`src/pkg/dds_regs.svh`:
```
// Register map, field positions, reset values and sync timing counts
// for the dynamic digital delay sync block.
// Assumes a 32-bit APB slave with byte addresses and one word per register.
// Contract
// - Qualified sync waits for qualifier clock transition
// - Qualifier clock is the selected group output
// - Exempt qualifier group: absolute, its delay unchanged
// - Non-exempt qualifier group: relative, its delay reapplied
// - Exempt groups keep toggling during sync
// - Unqualified sync leaves phase to others undefined
// - Half-step change acts immediately, no sync
// - New delay count applies only at next sync
// - Auto sync: writing group registers starts sync
// - One-shot starts three cycles after qualification, lasts three
// - One-shot stops outputs, restarts after delay
// - Absolute mode keeps qualifier half-step constant
// - Absolute mode may glitch adjusted output at assertion
// - All counts are distribution clock cycles
// - Request held over one cycle, registered rising edge
// - Unqualified: outputs low six cycles after registration
// - Qualified: low five after start, rise five plus delay
`ifndef DDS_REGS_SVH
`define DDS_REGS_SVH

// Register byte offsets
`define DDS_GRP_BASE     8'h00
`define DDS_CTRL_OFS     8'h18
`define DDS_STAT_OFS     8'h1c

// Output group register fields
`define DDS_F_DIV_LSB    0
`define DDS_F_DDLY_LSB   8
`define DDS_F_HS_BIT     16
`define DDS_F_EXEMPT_BIT 17

// Control register fields
`define DDS_F_QUAL_EN    0
`define DDS_F_POL_INV    1
`define DDS_F_AUTO       2
`define DDS_F_QSEL_EN    3
`define DDS_F_QSEL_LSB   4
`define DDS_F_PD2        7

// Status register fields
`define DDS_F_BUSY       0
`define DDS_F_SHOT       1
`define DDS_F_PEND       2
`define DDS_F_LVL_LSB    8

// Reset values
`define DDS_DIV_RST      8'h02
`define DDS_DDLY_RST     6'h05

// Sync timing in distribution clock cycles
`define DDS_UNQ_STOP_CYC   4'h6
`define DDS_UNQ_START_CYC  4'h6
`define DDS_QUAL_PRE_CYC   4'h3
`define DDS_SHOT_CYC       4'h3
`define DDS_QUAL_STOP_CYC  4'h5
`define DDS_QUAL_START_CYC 4'h5

`endif

```
`src/pkg/dds_pkg.sv`:
```
// Types shared by the sync sequencer and the output group modules.
// Assumes a single distribution clock domain.
package dds_pkg;

    // Sync sequencer states
    typedef enum logic [2:0] {S_IDLE, S_HOLD, S_QWAIT, S_PRE, S_SHOT, S_TAIL} dds_seq_t;

    // Output group modes
    typedef enum logic [1:0] {G_RUN, G_STOP, G_WAIT} dds_grp_mode_t;

endpackage

```
`src/dds_clk_group.sv`:
```
// One output clock group: divider, stop on sync, restart after its delay.
// Assumes stop and restart are one-cycle pulses from the sequencer.
`timescale 1ns/1ps
module dds_clk_group
    import dds_pkg::*;
#(
    parameter int DIV_W = 8,
    parameter int DLY_W = 6
) (
    // Clock, reset, enable
    input  wire logic             pclk,
    input  wire logic             presetn,
    input  wire logic             ce,
    // Configuration
    input  wire logic [DIV_W-1:0] divider,
    input  wire logic [DLY_W-1:0] ddly,
    input  wire logic             exempt,
    input  wire logic             power_down,
    // Sequencer events
    input  wire logic             stop,
    input  wire logic             restart,
    // Output clock level
    output logic                  clk_lvl
);
    typedef struct packed {
        dds_grp_mode_t    mode;
        logic [DIV_W-1:0] cnt;
        logic [DLY_W-1:0] dly;
        logic [DLY_W-1:0] live_dly;
        logic             clk;
    } dds_grp_st_t;

    localparam dds_grp_st_t ST_RST = '{mode: G_RUN, clk: 1'b1, default: '0};

    dds_grp_st_t      s_r;
    dds_grp_st_t      s_nxt;
    logic [DIV_W-1:0] div_eff;
    logic [DIV_W-1:0] high_len;

    generate
        if (DIV_W < 2 || DIV_W > 8 || DLY_W < 3 || DLY_W > 6) begin : g_bad
            $error("dds_clk_group: unsupported width");
        end
    endgenerate

    // Divide by one is served as divide by two; odd ratios are high one extra cycle
    assign div_eff  = (divider < DIV_W'(2)) ? DIV_W'(2) : divider;
    assign high_len = DIV_W'(({1'b0, div_eff} + 1'b1) >> 1);

    // Next state of the group
    always_comb begin
        s_nxt = s_r;
        case (s_r.mode)
            G_RUN: begin
                s_nxt.cnt = (s_r.cnt == div_eff - 1'b1) ? '0 : DIV_W'(s_r.cnt + 1'b1);
                s_nxt.clk = (s_nxt.cnt < high_len);
            end
            G_STOP: begin
                s_nxt.clk = 1'b0;
            end
            G_WAIT: begin
                if (s_r.dly <= DLY_W'(1)) begin
                    s_nxt.mode = G_RUN;          // Rise after the programmed delay
                    s_nxt.cnt  = '0;
                    s_nxt.clk  = 1'b1;
                end else begin
                    s_nxt.dly = DLY_W'(s_r.dly - 1'b1);
                end
            end
            default: begin
                s_nxt.mode = G_STOP;
                s_nxt.clk  = 1'b0;
            end
        endcase
        // Exempt groups ignore sync entirely
        if (!exempt && stop) begin
            s_nxt.mode = G_STOP;                 // Forced low
            s_nxt.clk  = 1'b0;
        end
        if (!exempt && restart) begin
            s_nxt.mode     = G_WAIT;             // Count taken only here
            s_nxt.live_dly = ddly;
            s_nxt.dly      = ddly;
            s_nxt.clk      = 1'b0;
        end
        // Powered down group is silent; after the bit clears it waits for a sync restart, which an exempt group never takes
        if (power_down) begin
            s_nxt.mode = G_STOP;
            s_nxt.clk  = 1'b0;
        end
    end

    // State register, frozen while ce is low
    always_ff @(posedge pclk or negedge presetn) begin
        if (!presetn) begin
            s_r <= ST_RST;
        end else if (ce) begin
            s_r <= s_nxt;
        end
    end

    assign clk_lvl = s_r.clk;
endmodule

```
`src/dds_sync_delay.sv`:
```
// Sync qualification and dynamic digital delay sequencer with APB registers.
// Assumes pclk is the distribution clock; sync_pin is asynchronous to it.
`timescale 1ns/1ps
`include "dds_regs.svh"
module dds_sync_delay
    import dds_pkg::*;
#(
    parameter int NGRP  = 6,
    parameter int DIV_W = 8,
    parameter int DLY_W = 6
) (
    // Clock, reset, enable
    input  wire logic             pclk,
    input  wire logic             presetn,
    input  wire logic             ce,
    // APB slave
    input  wire logic [7:0]       paddr,
    input  wire logic             psel,
    input  wire logic             penable,
    input  wire logic             pwrite,
    input  wire logic [31:0]      pwdata,
    output logic      [31:0]      prdata,
    output logic                  pready,
    output logic                  pslverr,
    // Sync request pin
    input  wire logic             sync_pin,
    // Output clocks and status
    output logic      [NGRP-1:0]  clk_out,
    output logic      [NGRP-1:0]  half_step_out,
    output logic                  oneshot_active,
    output logic                  sync_busy
);
    typedef struct packed {
        logic [NGRP-1:0][DIV_W-1:0] div;
        logic [NGRP-1:0][DLY_W-1:0] ddly;
        logic [NGRP-1:0]            hs;
        logic [NGRP-1:0]            exempt;
        logic                       qual_en;
        logic                       pol_inv;
        logic                       auto_en;
        logic                       qsel_en;
        logic [2:0]                 qsel;
        logic                       pd2;
        logic                       s1;
        logic                       s2;
        logic                       req_prev;
        logic                       q_prev;
        dds_seq_t                   st;
        logic [3:0]                 cnt;
        logic [3:0]                 stop_cnt;
        logic [3:0]                 start_cnt;
        logic                       pend;
        logic                       shot;
        logic                       busy;
        logic [31:0]                rdata;
        logic                       ready;
        logic                       slverr;
    } dds_top_st_t;

    localparam dds_top_st_t ST_RST = '{
        div:  {NGRP{DIV_W'(`DDS_DIV_RST)}},
        ddly: {NGRP{DLY_W'(`DDS_DDLY_RST)}},
        st:   S_IDLE,
        default: '0
    };

    dds_top_st_t     s_r;
    dds_top_st_t     s_nxt;
    logic [NGRP-1:0] clk_lvl;
    logic            setup;
    logic            access;
    logic            wr_grp;
    logic            auto_ev;
    logic            req;
    logic            arm;
    logic            qclk;
    logic            q_fall;
    logic            stop_fire;
    logic            start_fire;

    generate
        // More than six groups would overlap the control and status words
        if (NGRP < 3 || NGRP > 6 || DIV_W < 2 || DIV_W > 8 || DLY_W < 3 || DLY_W > 6)
        begin : g_bad
            $error("dds_sync_delay: unsupported parameter");
        end
    endgenerate

    // Address decode shared by read and write paths
    function automatic logic grp_hit(input logic [7:0] a);
        grp_hit = (a[1:0] == 2'b00) && (a[7:2] < 6'(NGRP));
    endfunction

    function automatic logic mapped(input logic [7:0] a);
        mapped = grp_hit(a) || a == `DDS_CTRL_OFS || a == `DDS_STAT_OFS;
    endfunction

    // Read data for one address; reserved bits read zero
    function automatic logic [31:0] rd_word(input logic [7:0]      a,
                                            input dds_top_st_t     s,
                                            input logic [NGRP-1:0] lv);
        logic [31:0] w;
        logic [2:0]  g;
        w = '0;
        g = a[4:2];
        if (grp_hit(a)) begin
            w[`DDS_F_DIV_LSB +: DIV_W]  = s.div[g];
            w[`DDS_F_DDLY_LSB +: DLY_W] = s.ddly[g];
            w[`DDS_F_HS_BIT]            = s.hs[g];
            w[`DDS_F_EXEMPT_BIT]        = s.exempt[g];
        end else if (a == `DDS_CTRL_OFS) begin
            w[`DDS_F_QUAL_EN]         = s.qual_en;
            w[`DDS_F_POL_INV]         = s.pol_inv;
            w[`DDS_F_AUTO]            = s.auto_en;
            w[`DDS_F_QSEL_EN]         = s.qsel_en;
            w[`DDS_F_QSEL_LSB +: 3]   = s.qsel;
            w[`DDS_F_PD2]             = s.pd2;
        end else if (a == `DDS_STAT_OFS) begin
            w[`DDS_F_BUSY]            = s.busy;
            w[`DDS_F_SHOT]            = s.shot;
            w[`DDS_F_PEND]            = s.pend;
            w[`DDS_F_LVL_LSB +: NGRP] = lv;
        end
        rd_word = w;
    endfunction

    // Bus phases; the slave answers with no wait state
    assign setup   = psel && !penable;
    assign access  = psel && penable && s_r.ready;
    assign wr_grp  = access && pwrite && grp_hit(paddr);
    assign auto_ev = wr_grp && s_r.auto_en;                   // Write starts a sync

    // Request level: pin through two flops, then polarity; an invert toggle also asserts
    assign req = s_r.s2 ^ s_r.pol_inv;
    assign arm = (req && !s_r.req_prev) || auto_ev;

    // Qualifier: output clock chosen by the selector; its falling edge qualifies
    assign qclk   = (s_r.qsel < 3'(NGRP)) ? clk_lvl[s_r.qsel] : 1'b0;
    assign q_fall = s_r.q_prev && !qclk;

    // Stop and restart timers fire on their last count
    assign stop_fire  = (s_r.stop_cnt == 4'h1);
    assign start_fire = (s_r.start_cnt == 4'h1);

    // Next state: registers, synchroniser, sequencer
    always_comb begin
        s_nxt = s_r;
        // APB answer prepared in the setup phase
        s_nxt.ready  = setup;
        s_nxt.slverr = setup && !mapped(paddr);
        if (setup) begin
            s_nxt.rdata = rd_word(paddr, s_r, clk_lvl);
        end
        if (wr_grp) begin
            s_nxt.div[paddr[4:2]]    = pwdata[`DDS_F_DIV_LSB +: DIV_W];
            s_nxt.ddly[paddr[4:2]]   = pwdata[`DDS_F_DDLY_LSB +: DLY_W];
            s_nxt.hs[paddr[4:2]]     = pwdata[`DDS_F_HS_BIT];     // Shown at once
            s_nxt.exempt[paddr[4:2]] = pwdata[`DDS_F_EXEMPT_BIT];
        end
        if (access && pwrite && paddr == `DDS_CTRL_OFS) begin
            s_nxt.qual_en = pwdata[`DDS_F_QUAL_EN];
            s_nxt.pol_inv = pwdata[`DDS_F_POL_INV];
            s_nxt.auto_en = pwdata[`DDS_F_AUTO];
            s_nxt.qsel_en = pwdata[`DDS_F_QSEL_EN];
            s_nxt.qsel    = pwdata[`DDS_F_QSEL_LSB +: 3];
            s_nxt.pd2     = pwdata[`DDS_F_PD2];
        end

        // Synchroniser and edge memories
        s_nxt.s1       = sync_pin;
        s_nxt.s2       = s_r.s1;
        s_nxt.req_prev = req;
        s_nxt.q_prev   = qclk;

        // Timers count down in distribution cycles
        s_nxt.stop_cnt  = (s_r.stop_cnt != 4'h0) ? 4'(s_r.stop_cnt - 1'b1) : 4'h0;
        s_nxt.start_cnt = (s_r.start_cnt != 4'h0) ? 4'(s_r.start_cnt - 1'b1) : 4'h0;

        case (s_r.st)
            S_IDLE: begin
                if (arm || s_r.pend) begin
                    s_nxt.pend = s_r.pend && arm;             // Coinciding request kept
                    if (s_r.qual_en) begin
                        s_nxt.st = S_QWAIT;                   // Wait for qualifier
                    end else begin
                        // Phase to unsynced groups is left undefined here
                        s_nxt.stop_cnt = `DDS_UNQ_STOP_CYC;
                        s_nxt.st       = S_HOLD;
                    end
                end
            end
            S_HOLD: begin
                // Outputs stay low for as long as the level request stands
                if (!req) begin
                    s_nxt.start_cnt = `DDS_UNQ_START_CYC;
                    s_nxt.st        = S_TAIL;
                end
            end
            S_QWAIT: begin
                if (q_fall) begin
                    s_nxt.cnt = `DDS_QUAL_PRE_CYC;
                    s_nxt.st  = S_PRE;
                end
            end
            S_PRE: begin
                if (s_r.cnt == 4'h1) begin
                    s_nxt.cnt      = `DDS_SHOT_CYC;           // One-shot begins
                    s_nxt.shot     = 1'b1;
                    s_nxt.stop_cnt = `DDS_QUAL_STOP_CYC;
                    s_nxt.st       = S_SHOT;
                end else begin
                    s_nxt.cnt = 4'(s_r.cnt - 1'b1);
                end
            end
            S_SHOT: begin
                if (s_r.cnt == 4'h1) begin
                    s_nxt.shot      = 1'b0;
                    s_nxt.start_cnt = `DDS_QUAL_START_CYC;
                    s_nxt.st        = S_TAIL;
                end else begin
                    s_nxt.cnt = 4'(s_r.cnt - 1'b1);
                end
            end
            S_TAIL: begin
                // Sequence ends only after both timers have fired
                if (s_r.stop_cnt == 4'h0 && s_r.start_cnt == 4'h0) begin
                    s_nxt.st = S_IDLE;
                end
            end
            default: begin
                s_nxt.st   = S_IDLE;
                s_nxt.shot = 1'b0;
            end
        endcase

        // A request during a running sequence is kept in one pending bit, so repeats merge
        if (arm && s_r.st != S_IDLE) begin
            s_nxt.pend = 1'b1;
        end
        s_nxt.busy = (s_nxt.st != S_IDLE);
    end

    // State register; ce low freezes everything, bus included
    always_ff @(posedge pclk or negedge presetn) begin
        if (!presetn) begin
            s_r <= ST_RST;
        end else if (ce) begin
            s_r <= s_nxt;
        end
    end

    // Output groups; group two honours its power-down bit
    for (genvar g = 0; g < NGRP; g++) begin : g_grp
        dds_clk_group #(
            .DIV_W (DIV_W),
            .DLY_W (DLY_W)
        ) u_grp (
            .pclk       (pclk),
            .presetn    (presetn),
            .ce         (ce),
            .divider    (s_r.div[g]),
            .ddly       (s_r.ddly[g]),
            .exempt     (s_r.exempt[g]),
            .power_down ((g == 2) ? s_r.pd2 : 1'b0),
            .stop       (stop_fire),
            .restart    (start_fire),
            .clk_lvl    (clk_lvl[g])
        );
    end

    // Absolute mode may show a short pulse when the stop lands mid-high
    // Half-step has no sync gating, so absolute qualifier stays fixed
    assign clk_out        = clk_lvl;
    assign half_step_out  = s_r.hs;
    assign oneshot_active = s_r.shot;
    assign sync_busy      = s_r.busy;
    assign prdata         = s_r.rdata;
    assign pready         = s_r.ready;
    assign pslverr        = s_r.slverr;
endmodule

```
`config.mk`:
```
export PLATFORM = sky130hd
export DESIGN_NAME = dds_sync_delay
export DESIGN_NICKNAME = d
export VERILOG_FILES = /design/src/pkg/dds_pkg.sv /design/src/dds_clk_group.sv /design/src/dds_sync_delay.sv
export VERILOG_INCLUDE_DIRS = /design/src /design/src/pkg
export SDC_FILE = /design/constraint.sdc
export NUM_CORES = 1
export LEC_CHECK = 0
export BUFFER_PORTS_ARGS = -buffer_cell sky130_fd_sc_hd__buf_2
export CELL_PAD_IN_SITES_DETAIL_PLACEMENT = 1
export CELL_PAD_IN_SITES_GLOBAL_PLACEMENT = 2
export CORE_MARGIN = 1.5
export CORE_UTILIZATION = 43
export DETAILED_ROUTE_END_ITERATION = 10
export PLACE_DENSITY = 0.83
export SLEW_MARGIN = 20
export SYNTH_ARGS = -nofsm -noshare
export SYNTH_HDL_FRONTEND = slang
export SYNTH_SLANG_ARGS = --single-unit
```
`constraint.sdc`:
```
create_clock -name pclk -period 13.35 [get_ports pclk]
set_input_delay 2.67 -clock pclk [delete_from_list [all_inputs] [get_ports pclk]]
set_output_delay 2.67 -clock pclk [all_outputs]
set_load 0.02 [all_outputs]
```
==> results of run 1 <==
stage by stage:
stage | instances | hold slack (ns)
finish | 2344 | 0.482
global route | 2344 | 0.520
floorplan | 1852 | 0.451
detailed placement | 2287 | 0.477
CTS | 2342 | 0.490
global placement | 2287 | 0.464
worst reg2reg max path: cells and delay by family (launching register included):
kind,cells,cell delay [ns]
AND/OR/NAND/NOR,5,2.11
adder cells (fa/ha/maj),2,0.58
AO/OA/AOI/OAI,7,1.67
flip-flops,1,0.56
multiplexers,2,0.32
where the power goes:
group	leakage [uW]	switching, uW	internal, uW
logic	0.00439	705	492
registers	0.00306	243	899
clock network	0.000501	340	520
cells in the final DEF (no fill, tap or decap), drive strengths merged, types with 17 or more instances in the layout:
| cell type | count |
|---|---|
| dfstp | 24 |
| nand2b | 24 |
| nor3 | 53 |
| nand2 | 142 |
| nor4 | 17 |
| ha | 74 |
| nor3b | 18 |
| a32o | 21 |
| buf | 74 |
| dfrtp | 222 |
| mux2 | 118 |
| inv | 68 |
| clkbuf | 48 |
| a21oi | 89 |
| nand3 | 64 |
| a22oi | 38 |
| a22o | 25 |
| nor2b | 17 |
| o31ai | 18 |
| o21ai | 131 |
| nor2 | 130 |
| or3 | 30 |
| xnor2 | 61 |
| xor2 | 41 |
how the worst max path moves through the flow:
stage                              start                            endpoint  slack, ns
floorplan                       paddr[0]        half_step_out[0]$_DFFE_PN0P_       8.49
global placement                paddr[0]                s_r[114]$_DFFE_PN0P_       7.65
detailed placement              paddr[0]                s_r[112]$_DFFE_PN0P_       7.51
CTS                 s_r[124]$_DFFE_PN0P_  g_grp[1].u_grp.clk_lvl$_DFFE_PN1P_       8.00
global route        s_r[124]$_DFFE_PN0P_  g_grp[1].u_grp.clk_lvl$_DFFE_PN1P_       7.73
finish              s_r[124]$_DFFE_PN0P_  g_grp[1].u_grp.clk_lvl$_DFFE_PN1P_       8.00
area by class of cell:
type | instances | share of cell area [%]
Clock inverter | 8 | 0.663
Inverter | 70 | 1.44
Sequential cell | 246 | 33.8
Tap cell | 518 | 3.54
Multi-Input combinational cell | 1379 | 53.3
Antenna cell | 1 | 0.0137
Timing Repair Buffer | 75 | 2.35
Clock buffer | 47 | 4.95
registers in the layout (all words and copies together), names as in the netlist, 6 cells and up:
signal               cells
half_step_out            6
s_r                    117
g_grp.u_grp.clk_lvl      6
prdata                  16
g_grp.u_grp.s_r         96
logic make-up (layout without fill, tap and decap cells):
| kind of cell | count (synthesis) | count (layout) | share of synthesized area, % |
|---|---|---|---|
| AND/OR/NAND/NOR | 581 | 581 | 17.6 |
| AO/OA/AOI/OAI | 463 | 463 | 18.6 |
| flip-flops | 246 | 246 | 36.6 |
| buffers and inverters | 227 | 200 | 6.30 |
| multiplexers | 142 | 142 | 10.1 |
| XOR/XNOR | 102 | 102 | 5.28 |
| adder cells (fa/ha/maj) | 75 | 75 | 5.53 |
| other | 1 | 17 | 0.0222 |
layer usage:
| metal | part of all wire [%] | GRT usage, % |
|---|---|---|
| met3 | 4.5 | 3.92 |
| met2 | 49 | 44.4 |
| met5 | 0.021 | 0 |
| met4 | 2.5 | 6.34 |
| met1 | 44 | 34.0 |
==> results.sh, run 1 <==
export IMPL_relSlewSlack_pct=17.8
export IMPL_fin_ws_ns=8.00
export IMPL_grt_max_degree=181
export IMPL_cts_tree="built"
export IMPL_nNetsFinal=1923
export IMPL_cts_buffers=30
export IMPL_syn_inst=1837
export IMPL_grt_pass1_wl_mm=83.7
export IMPL_vias=14065
export IMPL_clockBufferDepth=3
export IMPL_rrSetupSlack_ns=8.00
export IMPL_finalSetupViolations=0
export IMPL_die_y_microns=201
export IMPL_final_area_sq_um=18300
export IMPL_grt_usage_pct=25.8
export IMPL_place_ws_ns=7.51
export IMPL_ys_async_sr_fraction_pct=100
export IMPL_synth_edff_count=0
export IMPL_dr_first_iter_drc_count=908
export IMPL_utilization_pct=47.3
export IMPL_ys_seq_area_share_pct=36.6
export IMPL_worstMarginPinSlew_ns=1.23
export IMPL_critPathBufInv=0
export IMPL_place_hpwl_mm=37.3
export IMPL_min_to="prdata[4]$_DFFE_PN0P_"
export IMPL_crit_cells=16
export IMPL_finalHoldViolations=0
export IMPL_yosysTopAreaCell="dfrtp_1"
export IMPL_layout_area_seq_sq_um=6190
export IMPL_wl_per_cell_microns=22.2
export IMPL_fillers=4443
export IMPL_vias_per_cell=6.00
export IMPL_power_density_nw_per_um2=175
export IMPL_cp_slowest_stage_delay_ns=0.64
export IMPL_hold_depth=2
export IMPL_cp_end_kind="flop"
export IMPL_core_area_sq_um=38700
export IMPL_antenna_found_initial=3
export IMPL_yosysMostFrequentCell="dfrtp_1"
export IMPL_critPathTopFamily="simple AND/OR/NAND/NOR gates"
export IMPL_worstPathMaxFanout=14
export IMPL_finalCritPeriodShare_pct=40.1
export IMPL_synth_seq_cells=246
export IMPL_worst_path_max_delay_cell="or4b_2"
export IMPL_hp_start="prdata[4]$_DFFE_PN0P_"
export IMPL_portBuffers=62
export IMPL_drc_errors=0
export IMPL_areaGrowthSynthToFinish_pct=8.18
export IMPL_cp_data_arrival_time_ns=5.84
export IMPL_rows=72
export IMPL_synthTopCellsByArea="dfrtp_1 33%, ha_1 5.5%, mux2_1 4.4%"
export IMPL_finalSetupTns_ns=0
export IMPL_fin_skew_ns=0.0255
export IMPL_ir_drop_mv=0.138
export IMPL_rsz0062_at_grt="false"
export IMPL_yosysUniqueCellTypes=92
export IMPL_slew_viol_final=0
export IMPL_antenna_left=0
export IMPL_clock_sinks=246
export IMPL_period_needed_ns=5.35
export IMPL_cts_resized_gates=0
export IMPL_htreeDepth=1
export IMPL_fmax_mhz=187
export IMPL_post_cts_buffers=0
export IMPL_die_w_microns=201
export IMPL_multiInputGateArea_sq_um=9750
export IMPL_first_pass_iters=5
export IMPL_clk_pin_slew_ns=0.06
export IMPL_outcome="complete, no violations"
export IMPL_r2r_cells=16
export IMPL_hold_path_class="reg -> reg"
export IMPL_root_buffer="clkbuf_16"
export IMPL_power_uw=3200
export IMPL_syn_area_sq_um=16900
export IMPL_grt_pass1_vias=14574
export IMPL_reg2reg_to="g_grp[1].u_grp.clk_lvl$_DFFE_PN1P_"
export IMPL_io_pins=95
export IMPL_yosys_warnings=0
export IMPL_drive_above_1_share_pct=13.7
export IMPL_syn_area_per_cell_sq_um=9.21
export IMPL_cp_start_kind="flop"
export IMPL_die_area_sq_um=40600
export IMPL_setup_worst_path_class="reg -> reg"
export IMPL_clk_latency_ns=0.59
export IMPL_synth_common_cells="222 x dfrtp_1, 139 x nand2_1, 128 x nor2_1"
export IMPL_r2r_start="s_r[124]$_DFFE_PN0P_"
export IMPL_start_util_pct=43.7
export IMPL_ctsHoldBuffers=0
export IMPL_grt_ovfl_total=0
export IMPL_place_area_sq_um=17300
export IMPL_p_leak_uw=0.00795
export IMPL_cp_cell_sequence="or4_4, o41ai_2, ha_1, nor3b_1, mux2_2, mux2i_1, o21ai_0, nand3_4, a21boi_1, ha_1, nand3_1, o22ai_1, o21ai_0, or4b_2, o22a_1, o41ai_2"
export IMPL_routed_wl_mm=52.0
export IMPL_netlist_area_leader_share_pct=32.8
export IMPL_crit_required_ns=13.84
export IMPL_ys_flop_type="dfrtp_1"
export IMPL_gp_congestion=0.898
export IMPL_max_cap_violations=0
No activity file was read; power rests on OpenSTA's default activity.
==> inputs of run 2 (changes only) <==
Settings changed: CORE_UTILIZATION 43 to 36, PLACE_DENSITY 0.83 to 0.74.
Clock period 13.35 ns to 4.3 ns, I/O delays scaled along.
==> run 2 against run 1 <==
Register-to-register slack lost 7.9 ns; setup slack lost 7.9 ns; core utilization shrank 5.9 points; cell area up 4.9%; clock skew down 0.015 ns; critical path depth grew 2; worst hold slack got worse by 0.20 ns; sequential power rose to 3.1 times the previous value; power increased to 3.2 times the previous value; critical endpoint unchanged; via count increased by 1.5%; wire length up 5.0%; critical path type unchanged; highest routed layer unchanged.
==> results.sh, run 2 (synthesized netlist as in run 1, its figures left out) <==
export IMPL_grt_max_degree=83
export IMPL_place_hpwl_mm=40.7
export IMPL_utilization_pct=41.3
export IMPL_reg2reg_to="g_grp[1].u_grp.clk_lvl$_DFFE_PN1P_"
export IMPL_critPathBufInv=2
export IMPL_areaGrowthSynthToFinish_pct=13.4
export IMPL_setup_worst_path_class="reg -> reg"
export IMPL_vias=14269
export IMPL_dp_cells=2441
export IMPL_vias_per_cell=5.69
export IMPL_drive_above_1_share_pct=18.4
export IMPL_clk_latency_ns=0.58
export IMPL_outcome="complete, no violations"
export IMPL_first_pass_iters=4
export IMPL_p_leak_uw=0.00841
export IMPL_crit_required_ns=4.77
export IMPL_period_needed_ns=4.18
export IMPL_gp_congestion=0.829
export IMPL_slew_viol_final=0
export IMPL_ir_drop_mv=0.233
export IMPL_cts_tree="built"
export IMPL_final_common_cell="dfrtp_1"
export IMPL_fmax_mhz=239
export IMPL_cp_slowest_stage_delay_ns=0.58
export IMPL_finalCritPeriodShare_pct=97.3
export IMPL_max_cap_violations=0
export IMPL_fillers=5326
export IMPL_die_w_microns=220
export IMPL_start_util_pct=36.4
export IMPL_largest_register_ffs=117
export IMPL_htreeDepth=1
export IMPL_cp_end_kind="flop"
export IMPL_cp_data_arrival_time_ns=4.66
export IMPL_grt_usage_pct=22.8
export IMPL_rrSetupSlack_ns=0.12
export IMPL_worst_path_max_delay_cell="or4_4"
export IMPL_relSlewSlack_pct=36.4
export IMPL_hold_path_class="in -> async"
export IMPL_finalSetupTns_ns=0
export IMPL_antenna_left=0
export IMPL_finalSetupViolations=0
export IMPL_place_area_sq_um=17900
export IMPL_clk_pin_slew_ns=0.06
export IMPL_core_area_sq_um=46500
export IMPL_antenna_found_initial=3
export IMPL_cp_start_kind="flop"
export IMPL_worstPathMaxFanout=3
export IMPL_finalNonFillerCells=2509
export IMPL_io_pins=95
export IMPL_clock_sinks=246
export IMPL_cts_buffers=31
export IMPL_grt_ovfl_total=0
export IMPL_portBuffers=62
export IMPL_power_uw=10100
export IMPL_r2r_cells=18
export IMPL_wl_per_cell_microns=21.7
export IMPL_die_area_sq_um=48300
export IMPL_die_y_microns=220
export IMPL_grt_pass1_wl_mm=86.2
export IMPL_clockBufferDepth=3
export IMPL_critPathTopFamily="simple AND/OR/NAND/NOR gates"
export IMPL_nNetsFinal=1998
export IMPL_r2r_start="s_r[125]$_DFFE_PN0P_"
export IMPL_dr_first_iter_drc_count=746
export IMPL_power_density_nw_per_um2=526
export IMPL_final_area_sq_um=19200
export IMPL_rows=79
export IMPL_fin_skew_ns=0.0108
export IMPL_rsz0062_at_grt="true"
export IMPL_worstMarginPinSlew_ns=0.950
export IMPL_finalHoldViolations=0
export IMPL_cp_cell_sequence="or4_4, or3_4, nand2b_4, inv_2, ha_4, nor3b_4, mux2_4, mux2i_2, o21ai_2, buf_4, a31oi_1, ha_1, a21oi_2, o22ai_1, o21ai_1, or4b_4, o22a_1, o41ai_2"
export IMPL_largest_register="s_r"
export IMPL_root_buffer="clkbuf_16"
export IMPL_routed_wl_mm=54.6
export IMPL_grt_pass1_vias=14695
export IMPL_drc_errors=0
export IMPL_layout_common_cells="222 x dfrtp_1, 139 x nand2_1, 127 x nor2_1"
run 2: repair_timing:
action | in CTS | in global routing
pin swaps | 0 | 19
resized for setup | 5 | 25
hold buffers | 0 | 0
setup buffers | 0 | 10
endpoints found under the setup margin | 2 | 4
run 2: worst max-delay path by stage:
| stage | cells after the start | startpoint | end |
|---|---|---|---|
| floorplan | 18 | s_r[126]$_DFFE_PN0P_ | g_grp[1].u_grp.clk_lvl$_DFFE_PN1P_ |
| global placement | 16 | s_r[126]$_DFFE_PN0P_ | g_grp[1].u_grp.clk_lvl$_DFFE_PN1P_ |
| detailed placement | 16 | s_r[126]$_DFFE_PN0P_ | g_grp[1].u_grp.clk_lvl$_DFFE_PN1P_ |
| CTS | 16 | s_r[118]$_DFFE_PN0P_ | g_grp[0].u_grp.clk_lvl$_DFFE_PN1P_ |
| global route | 18 | s_r[125]$_DFFE_PN0P_ | g_grp[1].u_grp.clk_lvl$_DFFE_PN1P_ |
| finish | 18 | s_r[125]$_DFFE_PN0P_ | g_grp[1].u_grp.clk_lvl$_DFFE_PN1P_ |
run 2: through the flow:
stage	setup slack [ns]	hold WS [ns]
after floorplan	-0.0549	0.451
after global placement	0.0182	0.465
after detailed placement	-0.0725	0.477
after CTS	0.0141	0.307
after global routing	-0.0786	0.322
final	0.116	0.278
run 2: layer usage:
| layer | wire length, microns | global-route usage [%] | up-vias |
|---|---|---|---|
| li1 | - | - | 6714 |
| met1 | 25600 | 31.4 | 7310 |
| met2 | 26400 | 38.8 | 192 |
| met3 | 1760 | 2.36 | 51 |
| met4 | 841 | 4.42 | 2 |
| met5 | 13 | 0 | - |
run 2: report_power, final:
group          leakage (uW)  switching (uW)  internal, uW  total (uW)
Combinational       0.00480            2210          1560        3770
Clock              0.000543            1070          1710        2780
Sequential          0.00306             749          2790        3540
run 2: final cells by class:
cell class                      count  area [sq um]  share of cell area (%)
Clock inverter                     17           216                    1.13
Inverter                           70           263                    1.37
Timing Repair Buffer              149          1010                    5.29
Antenna cell                        1          2.50                  0.0130
Tap cell                          607           759                    3.96
Sequential cell                   246          6190                    32.2
Clock buffer                       40           870                    4.53
Multi-Input combinational cell   1379          9890                    51.5
==> inputs of run 3 (changes only) <==
Settings changed: CORE_UTILIZATION 36 to 40, PLACE_DENSITY 0.74 to 0.78.
Clock period 4.3 ns to 4.76 ns, I/O delays scaled along.
==> run 3 against run 2 <==
Global-route usage is 1.9 points higher; highest routed layer is now met4; core utilization rose by 3.3 points; largest cell class unchanged; largest power group unchanged; fmax down 6.4%; critical endpoint is now g_grp[0].u_grp.clk_lvl$_DFFE_PN1P_.
==> results.sh, run 3 (synthesized netlist as in run 1, its figures left out) <==
export IMPL_outcome="complete, no violations"
export IMPL_finalCritPeriodShare_pct=93.9
export IMPL_p_sw_uw=3600
export IMPL_fin_skew_ns=0.0168
export IMPL_cts_buffers=31
export IMPL_place_hpwl_mm=39.9
export IMPL_htreeDepth=1
export IMPL_dp_cells=2349
export IMPL_cp_slowest_stage_delay_ns=0.46
export IMPL_share_seq_of_total_power_pct=35.5
export IMPL_crit_required_ns=5.29
export IMPL_nNetsFinal=1965
export IMPL_dr_first_iter_drc_count=872
export IMPL_p_comb_share_pct=37.6
export IMPL_finalSetupTns_ns=0
export IMPL_largest_register_ffs=117
export IMPL_die_w_microns=209
export IMPL_ctsHoldBuffers=0
export IMPL_grt_ovfl_total=0
export IMPL_slew_viol_final=0
export IMPL_drc_errors=0
export IMPL_antenna_found_initial=0
export IMPL_setup_worst_path_class="reg -> reg"
export IMPL_drive_above_1_share_pct=15.6
export IMPL_clk_pin_slew_ns=0.06
export IMPL_routed_wl_mm=53.6
export IMPL_routed_top_layer="met4"
export IMPL_finalHoldViolations=0
export IMPL_wl_met1_mm=23.8
export IMPL_cp_end_kind="flop"
export IMPL_worst_path_max_delay_cell="nor4_1"
export IMPL_relSlewSlack_pct=33.9
export IMPL_die_area_sq_um=43600
export IMPL_fmax_mhz=224
export IMPL_vias_per_cell=5.95
export IMPL_route_met3_wl_mm=2.11
export IMPL_antenna_left=0
export IMPL_first_pass_iters=6
export IMPL_gp_congestion=0.871
export IMPL_vias=14318
export IMPL_areaGrowthSynthToFinish_pct=10.3
export IMPL_dr_wl_met2_mm=26.0
export IMPL_wl_per_cell_microns=22.2
export IMPL_cp_cell_sequence="nor4_1, nand2_1, o21ai_0, ha_1, nor3b_1, nand2_1, xnor2_1, a211oi_1, o211ai_1, buf_4, a21boi_0, ha_1, and2_0, a221o_1, nor4_1, o2111ai_1, nand3_1"
export IMPL_ir_drop_mv=0.302
export IMPL_portBuffers=62
export IMPL_p_sw_share_pct=40.1
export IMPL_finalNonFillerCells=2408
export IMPL_p_int_uw=5390
export IMPL_io_pins=95
export IMPL_critPathTopFamily="simple AND/OR/NAND/NOR gates"
export IMPL_period_needed_ns=4.47
export IMPL_cp_data_arrival_time_ns=5.00
export IMPL_max_cap_violations=0
export IMPL_critPathBufInv=1
export IMPL_final_common_cell="dfrtp_1"
export IMPL_worstPathMaxFanout=8
export IMPL_n_antenna_cell=0
export IMPL_finalSetupViolations=0
export IMPL_cts_tree="built"
export IMPL_clk_latency_ns=0.59
export IMPL_pwr_share_clk_pct=27.0
export IMPL_grt_usage_pct=24.7
export IMPL_hold_ws_ns=0.412
export IMPL_power_uw=9000
export IMPL_rows=75
export IMPL_start_util_pct=40.4
export IMPL_die_y_microns=209
export IMPL_core_area_sq_um=41900
export IMPL_grt_max_degree=113
export IMPL_clock_sinks=246
export IMPL_root_buffer="clkbuf_16"
export IMPL_clockBufferDepth=3
export IMPL_cp_start_kind="flop"
export IMPL_worstMarginPinSlew_ns=0.991
export IMPL_hold_path_class="in -> async"
export IMPL_grt_pass1_wl_mm=85.5
export IMPL_grt_pass1_vias=14826
export IMPL_p_leak_uw=0.00818
export IMPL_layout_common_cells="222 x dfrtp_1, 139 x nand2_1, 127 x nor2_1"
export IMPL_power_density_nw_per_um2=482
export IMPL_largest_register="s_r"
## run 3: area by class of cell
| cell class | count | area, sq um |
|---|---|---|
| clock buffers | 50 | 927 |
| inverters | 70 | 263 |
| well taps | 539 | 674 |
| clock inverters | 8 | 119 |
| repair buffers | 116 | 738 |
| multi-input cells | 1379 | 9760 |
| flip-flops and latches | 246 | 6190 |
| fillers | 4804 | 23200 |
## run 3: stage by stage
stage	setup WS [ns]	cell area (sq um)	util [%]
floorplan	0.204	17000	-
global route	-0.000678	18700	44.6
finish	0.290	18700	44.6
global placement	0.229	17600	42.0
CTS	0.140	18600	44.5
detailed placement	0.173	17600	42.0
## run 3: what timing repair did
item / CTS / global route
endpoints found under the setup margin: 0 / 3
gates resized for setup: 0 / 6
hold endpoints to repair: 0 / 0
buffers inserted: 0 / 1
## run 3: layer usage
| layer | vias up | track usage (%) |
|---|---|---|
| met2 | 308 | 42.1 |
| li1 | 6641 | - |
| met1 | 7271 | 33.2 |
| met4 | 0 | 7.07 |
| met3 | 98 | 2.69 |
| met5 | - | 0 |
## run 3: power by group through the flow
stage	Clock [uW]	Combinational, uW	Sequential [uW]
2_1_floorplan	0	2640	2900
6_report	2430	3380	3190
3_5_place_dp	0	3370	3220
5_1_grt	2570	3830	3270
4_1_cts	2480	3400	3190
3_3_place_gp	0	3230	3200
## run 3: path summary, 6_finish.rpt
path                            depth (start not counted)                                  to                  start  slack [ns]
worst max-delay path                                   17  g_grp[0].u_grp.clk_lvl$_DFFE_PN1P_   s_r[118]$_DFFE_PN0P_        0.29
worst min-delay path                                    1  g_grp[5].u_grp.s_r[18]$_DFFE_PN0P_                presetn        0.41
worst max register to register                         17  g_grp[0].u_grp.clk_lvl$_DFFE_PN1P_   s_r[118]$_DFFE_PN0P_        0.29
worst min register to register                          2               prdata[4]$_DFFE_PN0P_  prdata[4]$_DFFE_PN0P_        0.48
max in group asynchronous                               2  g_grp[2].u_grp.clk_lvl$_DFFE_PN1P_                presetn        3.19
min in group pclk                                       2               prdata[4]$_DFFE_PN0P_  prdata[4]$_DFFE_PN0P_        0.48
